`src/hw/adcsp_consts.vh`:
```
// constants for the dual-channel converter serial port: frame timing,
// control word layout and result width.
// assumes it is included by bare name from every design file that needs it.
//
// Summary of operation
// - a high-to-low change of the select line starts a conversion run at once.
// - with select held low, 16-clock frames follow back to back until select goes high.
// - each result bit is driven onto the serial output on a falling serial clock edge.
// - control bits on the serial input are captured on rising serial clock edges.
// - each result is 10 bits of plain binary, most significant bit first.
// - the control word selects one input channel or both channels in turn.
// - the serial clock alone paces acquisition, approximation steps and shifting out.
// - one sample frame is 16 serial clocks: 3 acquisition, 10 approximation and 3 trailing.
`ifndef ADCSP_CONSTS_VH
`define ADCSP_CONSTS_VH

// ----------------------------------------------------------------------
// frame timing, in serial clock falling edges
// ----------------------------------------------------------------------
`define ADCSP_FRAME_LEN   5'd16
`define ADCSP_ACQ_LEN     5'd3
`define ADCSP_SAR_FIRST   5'd4
`define ADCSP_SAR_LAST    5'd13

// ----------------------------------------------------------------------
// result and control word layout
// ----------------------------------------------------------------------
`define ADCSP_RES_W       10
`define ADCSP_CTRL_W      8
`define ADCSP_CTRL_LEN    5'd8
`define ADCSP_CHAN_BIT    3
`define ADCSP_DUAL_BIT    4
`define ADCSP_CTRL_RST    8'h00
`define ADCSP_RES_RST     10'h000

`endif

```
`src/hw/adcsp_buf.v`:
```
// two-entry result buffer with valid/ready on both sides.
// assumes one clock, asynchronous active-low reset; outputs are flops.
`timescale 1ns/1ps
module adcsp_buf #(
  parameter W = 11
) (
  input  wire         i_clk,     // system clock
  input  wire         i_resetn,  // async reset, active low
  input  wire [W-1:0] i_data,    // word from the converter
  input  wire         i_valid,   // word offered
  output wire         o_ready,   // room for a word
  output wire [W-1:0] o_data,    // head word
  output wire         o_valid,   // head word present
  input  wire         i_ready    // drain side takes the head
);

  reg [W-1:0] head_q;
  reg [W-1:0] tail_q;
  reg         head_vld_q;
  reg         tail_vld_q;
  wire        push;
  wire        pop;

  // ----------------------------------------------------------------------
  // handshakes
  // ----------------------------------------------------------------------
  // ready from a flop only: full means the tail entry is taken
  assign o_ready = ~tail_vld_q;
  assign o_data  = head_q;
  assign o_valid = head_vld_q;
  assign push    = i_valid & ~tail_vld_q;
  assign pop     = head_vld_q & i_ready;

  // ----------------------------------------------------------------------
  // storage
  // ----------------------------------------------------------------------
  // head always holds the oldest word, so the output never needs a mux
  always @(posedge i_clk or negedge i_resetn) begin
    if (!i_resetn) begin
      head_q     <= {W{1'b0}};
      tail_q     <= {W{1'b0}};
      head_vld_q <= 1'b0;
      tail_vld_q <= 1'b0;
    end else if (pop) begin
      if (tail_vld_q) begin
        head_q     <= tail_q;
        tail_vld_q <= 1'b0;
      end else begin
        head_q     <= i_data;
        head_vld_q <= push;
      end
    end else if (push) begin
      if (!head_vld_q) begin
        head_q     <= i_data;
        head_vld_q <= 1'b1;
      end else begin
        tail_q     <= i_data;
        tail_vld_q <= 1'b1;
      end
    end
  end

endmodule

```
`src/hw/adcsp_top.v`:
```
// serial port and successive-approximation sequencer of a two-input
// 10-bit converter, plus a buffered parallel copy of each result not lost to an overrun.
// assumes select, serial clock, serial input and the two quantised input
// levels arrive asynchronously; the serial clock must be well below i_clk/4.
`timescale 1ns/1ps
`include "adcsp_consts.vh"
module adcsp_top (
  input  wire        i_clk,              // 50 MHz system clock
  input  wire        i_resetn,           // async reset, active low
  input  wire        i_cs_n,             // select pin, active low
  input  wire        i_sclk,             // serial clock pin from host
  input  wire        i_din,              // serial control input pin
  input  wire [9:0]  i_analog_input_a,   // quantised level of input a
  input  wire [9:0]  i_analog_input_b,   // quantised level of input b
  output reg         o_dout,             // serial result output
  output reg         o_dout_oe,          // high while driving o_dout
  output wire [9:0]  o_result_data,      // buffered result word
  output wire        o_result_chan,      // channel of buffered result
  output wire        o_result_valid,     // buffered result present
  input  wire        i_result_ready,     // user takes the result
  output reg         o_overrun,          // pulse: a result was lost
  output reg         o_frame_busy        // high while a run is active
);

  // ----------------------------------------------------------------------
  // pin synchronisers
  // ----------------------------------------------------------------------
  reg        cs_n_s1_q, cs_n_s2_q, cs_n_s3_q;
  reg        sclk_s1_q, sclk_s2_q, sclk_s3_q;
  reg        din_s1_q,  din_s2_q;
  reg  [9:0] ain_a_s1_q, ain_a_s2_q;
  reg  [9:0] ain_b_s1_q, ain_b_s2_q;
  wire       cs_fall;
  wire       cs_rise;
  wire       sclk_fall;
  wire       sclk_rise;

  // the third stage only serves the edge detectors, never the first stage
  always @(posedge i_clk or negedge i_resetn) begin
    if (!i_resetn) begin
      cs_n_s1_q  <= 1'b1;
      cs_n_s2_q  <= 1'b1;
      cs_n_s3_q  <= 1'b1;
      sclk_s1_q  <= 1'b1;
      sclk_s2_q  <= 1'b1;
      sclk_s3_q  <= 1'b1;
      din_s1_q   <= 1'b0;
      din_s2_q   <= 1'b0;
      ain_a_s1_q <= `ADCSP_RES_RST;
      ain_a_s2_q <= `ADCSP_RES_RST;
      ain_b_s1_q <= `ADCSP_RES_RST;
      ain_b_s2_q <= `ADCSP_RES_RST;
    end else begin
      cs_n_s1_q  <= i_cs_n;
      cs_n_s2_q  <= cs_n_s1_q;
      cs_n_s3_q  <= cs_n_s2_q;
      sclk_s1_q  <= i_sclk;
      sclk_s2_q  <= sclk_s1_q;
      sclk_s3_q  <= sclk_s2_q;
      din_s1_q   <= i_din;
      din_s2_q   <= din_s1_q;
      ain_a_s1_q <= i_analog_input_a;
      ain_a_s2_q <= ain_a_s1_q;
      ain_b_s1_q <= i_analog_input_b;
      ain_b_s2_q <= ain_b_s1_q;
    end
  end

  assign cs_fall   = cs_n_s3_q & ~cs_n_s2_q;
  assign cs_rise   = ~cs_n_s3_q & cs_n_s2_q;
  assign sclk_fall = sclk_s3_q & ~sclk_s2_q & ~cs_n_s2_q;
  assign sclk_rise = ~sclk_s3_q & sclk_s2_q & ~cs_n_s2_q;

  // ----------------------------------------------------------------------
  // frame sequencer state
  // ----------------------------------------------------------------------
  localparam ST_IDLE = 1'b0;
  localparam ST_RUN  = 1'b1;

  reg                      state_q;
  reg  [4:0]               cnt_q;      // falling edges seen in this frame
  reg  [`ADCSP_CTRL_W-1:0] ctrl_q;     // committed control word
  reg  [`ADCSP_CTRL_W-1:0] ctrl_sh_q;  // control word being shifted in
  reg                      chan_q;     // channel of the current frame
  reg  [9:0]               hold_q;     // held input level
  reg  [9:0]               sar_q;      // approximation register
  reg                      pend_q;     // finished result awaiting buffer
  reg  [10:0]              pend_word_q;
  wire [4:0]               edge_num;
  wire [9:0]               trial;
  wire                     keep_bit;
  wire                     last_edge;
  wire                     buf_ready;
  wire                     next_chan;

  assign edge_num  = cnt_q + 5'd1;
  assign trial     = sar_q | (10'h001 << (`ADCSP_SAR_LAST - edge_num));
  assign keep_bit  = (trial <= hold_q);
  assign last_edge = (edge_num == `ADCSP_FRAME_LEN);
  // dual mode alternates channels, otherwise the written channel is used
  assign next_chan = ctrl_sh_q[`ADCSP_DUAL_BIT] ? ~chan_q
                                                : ctrl_sh_q[`ADCSP_CHAN_BIT];

  // ----------------------------------------------------------------------
  // run control, approximation and serial output
  // ----------------------------------------------------------------------
  // approximation and shifting below are paced by detected serial clock edges; run start and stop by select edges
  always @(posedge i_clk or negedge i_resetn) begin
    if (!i_resetn) begin
      state_q      <= ST_IDLE;
      cnt_q        <= 5'd0;
      ctrl_q       <= `ADCSP_CTRL_RST;
      ctrl_sh_q    <= `ADCSP_CTRL_RST;
      chan_q       <= 1'b0;
      hold_q       <= `ADCSP_RES_RST;
      sar_q        <= `ADCSP_RES_RST;
      pend_q       <= 1'b0;
      pend_word_q  <= 11'h000;
      o_dout       <= 1'b0;
      o_dout_oe    <= 1'b0;
      o_overrun    <= 1'b0;
      o_frame_busy <= 1'b0;
    end else begin
      o_overrun <= 1'b0;
      if (pend_q && buf_ready) begin
        pend_q <= 1'b0;
      end
      case (state_q)
        ST_IDLE: begin
          if (cs_fall) begin
            state_q      <= ST_RUN;
            cnt_q        <= 5'd0;
            chan_q       <= ctrl_q[`ADCSP_CHAN_BIT];
            ctrl_sh_q    <= ctrl_q;
            o_dout       <= 1'b0;
            o_dout_oe    <= 1'b1;
            o_frame_busy <= 1'b1;
          end
        end
        ST_RUN: begin
          if (cs_rise) begin
            state_q      <= ST_IDLE;
            o_dout_oe    <= 1'b0;
            o_frame_busy <= 1'b0;
          end else if (sclk_rise) begin
            if (cnt_q >= 5'd1 && cnt_q <= `ADCSP_CTRL_LEN) begin
              ctrl_sh_q <= {ctrl_sh_q[`ADCSP_CTRL_W-2:0], din_s2_q};
            end
          end else if (sclk_fall) begin
            cnt_q  <= last_edge ? 5'd0 : edge_num;
            o_dout <= 1'b0;
            if (edge_num == `ADCSP_ACQ_LEN) begin
              hold_q <= chan_q ? ain_b_s2_q : ain_a_s2_q;
              sar_q  <= `ADCSP_RES_RST;
            end
            if (edge_num >= `ADCSP_SAR_FIRST && edge_num <= `ADCSP_SAR_LAST) begin
              o_dout <= keep_bit;
              if (keep_bit) begin
                sar_q <= trial;
              end
            end
            // a result still waiting when the next one lands is lost
            if (edge_num == `ADCSP_SAR_LAST) begin
              pend_q      <= 1'b1;
              pend_word_q <= {chan_q, keep_bit ? trial : sar_q};
              o_overrun   <= pend_q & ~buf_ready;
            end
            if (last_edge) begin
              ctrl_q <= ctrl_sh_q;
              chan_q <= next_chan;
            end
          end
        end
        default: begin
          state_q <= ST_IDLE;
        end
      endcase
    end
  end

  // ----------------------------------------------------------------------
  // result buffer
  // ----------------------------------------------------------------------
  // a full buffer leaves the finished word in pend_word_q until room opens or the next result overwrites it
  adcsp_buf #(
    .W (11)
  ) u_buf (
    .i_clk    (i_clk),
    .i_resetn (i_resetn),
    .i_data   (pend_word_q),
    .i_valid  (pend_q),
    .o_ready  (buf_ready),
    .o_data   ({o_result_chan, o_result_data}),
    .o_valid  (o_result_valid),
    .i_ready  (i_result_ready)
  );

endmodule

```
`config.mk`:
```
export PLATFORM = sky130hd
export DESIGN_NAME = adcsp_top
export DESIGN_NICKNAME = d
export VERILOG_FILES = /design/src/hw/adcsp_buf.v /design/src/hw/adcsp_top.v
export VERILOG_INCLUDE_DIRS = /design/src /design/src/hw
export SDC_FILE = /design/constraint.sdc
export NUM_CORES = 1
export LEC_CHECK = 0
export ABC_AREA = 1
export BUFFER_PORTS_ARGS = -buffer_cell sky130_fd_sc_hd__buf_2
export CORE_ASPECT_RATIO = 2
export CORE_MARGIN = 2
export CORE_UTILIZATION = 54
export CTS_CLUSTER_SIZE = 12
export DETAILED_ROUTE_END_ITERATION = 8
export GPL_TIMING_DRIVEN = 0
export HOLD_SLACK_MARGIN = 0.08
export PLACE_DENSITY = 0.83
export SETUP_SLACK_MARGIN = 0.4
export SLEW_MARGIN = 20
export SYNTH_ARGS = -nofsm -noshare
export SYNTH_HDL_FRONTEND = slang
export SYNTH_SLANG_ARGS = --single-unit
```
`constraint.sdc`:
```
create_clock -name i_clk -period 3.1 [get_ports i_clk]
set_input_delay 0.62 -clock i_clk [delete_from_list [all_inputs] [get_ports i_clk]]
set_output_delay 0.62 -clock i_clk [all_outputs]
set_load 0.05 [all_outputs]
```
==> parameters.txt <==
Parameter                              Value

Yosys
  Number of distinct library cell variants in the gate-level netlist after synthesis    28
  Count of flip-flops with a built-in enable after synthesis    0
  Dominant cells by area after synthesis    sky130_fd_sc_hd__dfrtp_1, sky130_fd_sc_hd__nand2_1, sky130_fd_sc_hd__o21ai_0
  Share of synthesized registers carrying an async set or reset    100%
  Area share of the leading cell type in the synthesized netlist    approximately 56%
  Count of mapped cells out of synthesis    a little under 600
  Post-synth top area cell    sky130_fd_sc_hd__dfrtp_1
  Yosys synthesis warning count    0
  Synth Cell Area    ~5300 µm²
  Yosys reg bits    124
  Syn nets    ~620
  Sequential cell area fraction in the yosys report    between 50% and 60%
  Post-Syn Area per Cell    about 9.1 µm²
  Dominant register cell in the synthesized netlist    sky130_fd_sc_hd__dfrtp_1

Placed design
  Placed wire-length estimate    around 6.9 mm
  IO buf count    between 40 and 50
  Place WS    -56.7 ps
  RD Place Congestion    just under 0.9
  Placed cell area    roughly 5600 µm²

Setup path
  Cell with the largest stage delay on the worst path    sky130_fd_sc_hd__dfrtp_2
  Required arrival time at the worst endpoint    3440 ps
  Setup slack of the worst register-to-register path    -210 ps
  CP Cell Sequence    ha_4 > inv_2 > nand2_2 > nand2_4 > inv_4 > ha_4 > inv_2 > nand2_1 > nor2_4 > nand2_2 > nand2_2 > ha_4 > nand2_1 > a21oi_1 > nor2_2 > nand3_4 > nand2_4 > nand3_4 > buf_8 > a21oi_2
  Sort of element at the end of the critical path    flip-flop
  Category of the critical setup timing path    reg2reg
  CP delay by family, top    simple AND/OR/NAND/NOR gates
  Crit path max fanout    5
  Arrival time worst endpoint    3650 ps
  Number of buffer and inverter instances along the worst setup path    4
  Crit-path max cell delay    roughly 470 ps
  Critical path startpoint category    flip-flop

Clock tree
  H-tree depth    4
  Total number of clock tree sinks    124
  Cts bufs inserted    17
  Clk_lat worst skew    about 410 ps
  Clock Tree Buf Depth    2
  Hold_buf cts    0
  Root Buffer Master    sky130_fd_sc_hd__clkbuf_16
  Clock tree from TritonCTS    done
  Clock transition at the registers of the reported paths    60 ps

Drt
  1st-pass router iterations    8
  Via total after detailed routing    4669
  Iteration-0 DRC Markers    700
  Routed Antenna Nets    0
  Routed WL per cell    about 19 µm
  Number of vias per cell after detailed routing    6.01
  Post-detailed-route DRC marker count    0
  Total routed wirelength    15.0 mm

Outcome
  Run status    finished with violations
  Failing checks    setup timing

Power
  Highest ir drop seen on vdd    0.592 mV
  Pwr Density    around 830 nW/µm²
  Lkg Pwr    3.30 nW
  Sum of internal, switching and leakage power    ~0.0058 W

GRT
  Total track usage    a little over a quarter
  Number of antenna violations at the first check in global routing    0
  GRT overflow    0
  Pin count of the biggest net entering global routing    slightly below 80
  Number of global-route vias before repair    roughly 4500
  First-pass GRT wire length    ~21 mm

Final layout
  Share of layout cells above drive strength 1    between 20% and 30%
  Area growth syn-to-layout    31.9%
  Final antenna diode count    0
  Final cell area excluding filler cells    around 6900 µm²
  Utilization after layout    between 70% and 80%
  # nets final    700
  Layout fillers    approximately 550

Die
  IO Count    between 40 and 50
  Die X-Extent    73.7 µm
  Number of rows in the core area    51
  Die H    roughly 140 µm
  Die Outline Area    between 10000 and 15000 µm²
  Std-Cell Core Area    around 9600 µm²
  Initial core utilization    54.9%

STA
  Worst clock skew    around 7.3 ps
  Worst rel slew slack    56.8%
  Time the final worst path needs with I/O delays and setup    about 3300 ps
  Transition time of the tightest slew-check pin    646 ps
  Number of setup violations in the final report    21
  Highest Clock Rate    about 0.3 GHz
  Hold Fails Final Rpt    0
  Unrepaired setup endpoints after global routing    true
  Total negative slack    -3170 ps
  Final worst-path cycle share    107%
  Final setup margin    -213 ps
  Slew Viols, Final    0

Worst hold path
  Path type of the worst min-delay path    in2async

Flow run
  Max-cap check violation count    0
[per-layer routing]
metal  up-vias  GRT usage [%]  wire [µm]
li1       2012              -          -
met1      2220           29.0       4960
met2       333           43.4       7530
met3       104           8.27       1240
met4         0           16.4       1230
met5         -              0          0
[per-stage QoR]
stage / instances / hold WS (ps)
floorplan: 580 / 324
global placement: 727 / 332
detailed placement: 728 / 335
CTS: 772 / 144
global route: 777 / 172
finish: 777 / 136
[registers in the layout, indices dropped and copies added (netlist names), 5 cells and up]
| register | count |
|---|---|
| pend_word_q | 11 |
| u_buf.o_data | 11 |
| u_buf.tail_q | 11 |
| ain_a_s1_q | 10 |
| ain_a_s2_q | 10 |
| ain_b_s1_q | 10 |
| ain_b_s2_q | 10 |
| hold_q | 10 |
| sar_q | 10 |
| cnt_q | 5 |
| ctrl_q | 5 |
| ctrl_sh_q | 5 |
[cell families (layout without fill, tap and decap cells)]
family	after synthesis	in the layout	share of synthesized area [%]
simple gates	254	254	20.0
flops	124	124	59.2
compound gates	95	95	9.79
buf+inv	89	180	6.81
fa+ha+maj	16	16	3.81
mux	2	2	0.381
[final timing paths]
check | to | startpoint | depth (start not counted)
worst min-delay path | cnt_q[2]$_DFFE_PN0P_ | i_resetn | 1
worst max register to register | sar_q[6]$_DFFE_PN0P_ | cnt_q[0]$_DFFE_PN0P_ | 20
worst max-delay path | sar_q[6]$_DFFE_PN0P_ | cnt_q[0]$_DFFE_PN0P_ | 20
min in group i_clk | cs_n_s1_q$_DFF_PN1_ | i_cs_n | 1
max in group asynchronous | cnt_q[0]$_DFFE_PN0P_ | i_resetn | 2
worst min register to register | ain_b_s2_q[2]$_DFF_PN0_ | ain_b_s1_q[2]$_DFF_PN0_ | 0
[cell type report]
class	instances	area, µm²	area share [%]
inverters	70	270	3.90
plain buffers	19	121	1.75
repair buffers	59	385	5.56
clock inverters	7	140	2.02
multi-input cells	367	2290	33.1
well taps	106	133	1.91
clock buffers	25	475	6.86
flip-flops and latches	124	3110	44.9
[cells in the final DEF (no fill, tap or decap), drive strengths merged]
cell type	count
nand3	41
o21ai	52
dfrtp	118
a21o	1
buf	68
ha	16
nand2	182
mux2i	2
bufinv	4
clkbuf	35
o21bai	1
o211ai	11
inv	70
or2	1
dfstp	6
a21oi	27
o32ai	1
nor2	23
clkinvlp	2
nor3	2
o22ai	2
clkinv	1
nand4	5
[synth_stat cells, types with 2 or more instances]
cell type,n
sky130_fd_sc_hd__ha_1,16
sky130_fd_sc_hd__mux2i_1,2
sky130_fd_sc_hd__clkbuf_1,10
sky130_fd_sc_hd__nand2_1,179
sky130_fd_sc_hd__o211ai_1,11
sky130_fd_sc_hd__o21ai_0,52
sky130_fd_sc_hd__dfstp_2,6
sky130_fd_sc_hd__nor2_2,2
sky130_fd_sc_hd__inv_1,69
sky130_fd_sc_hd__a21oi_1,27
sky130_fd_sc_hd__dfrtp_1,118
sky130_fd_sc_hd__buf_2,4
sky130_fd_sc_hd__o22ai_1,2
sky130_fd_sc_hd__nand3_1,40
sky130_fd_sc_hd__nor2_1,21
sky130_fd_sc_hd__buf_4,3
sky130_fd_sc_hd__nand4_1,5
sky130_fd_sc_hd__nand2_2,3
[report_power, final]
part | total [W] | internal [W] | switching (W)
registers | 0.00182 | 0.00175 | 0.0000711
logic | 0.00189 | 0.000727 | 0.00116
clock network | 0.00207 | 0.00139 | 0.000687
total | 0.00578 | 0.00386 | 0.00192
[what timing repair did]
| action | CTS | global route |
|---|---|---|
| resized for setup | 61 | 63 |
| cloned | 3 | 0 |
| setup endpoints to repair | 21 | 21 |
| buffers inserted | 9 | 5 |
| pin swaps | 27 | 41 |
(Power assumes the default switching activity.)
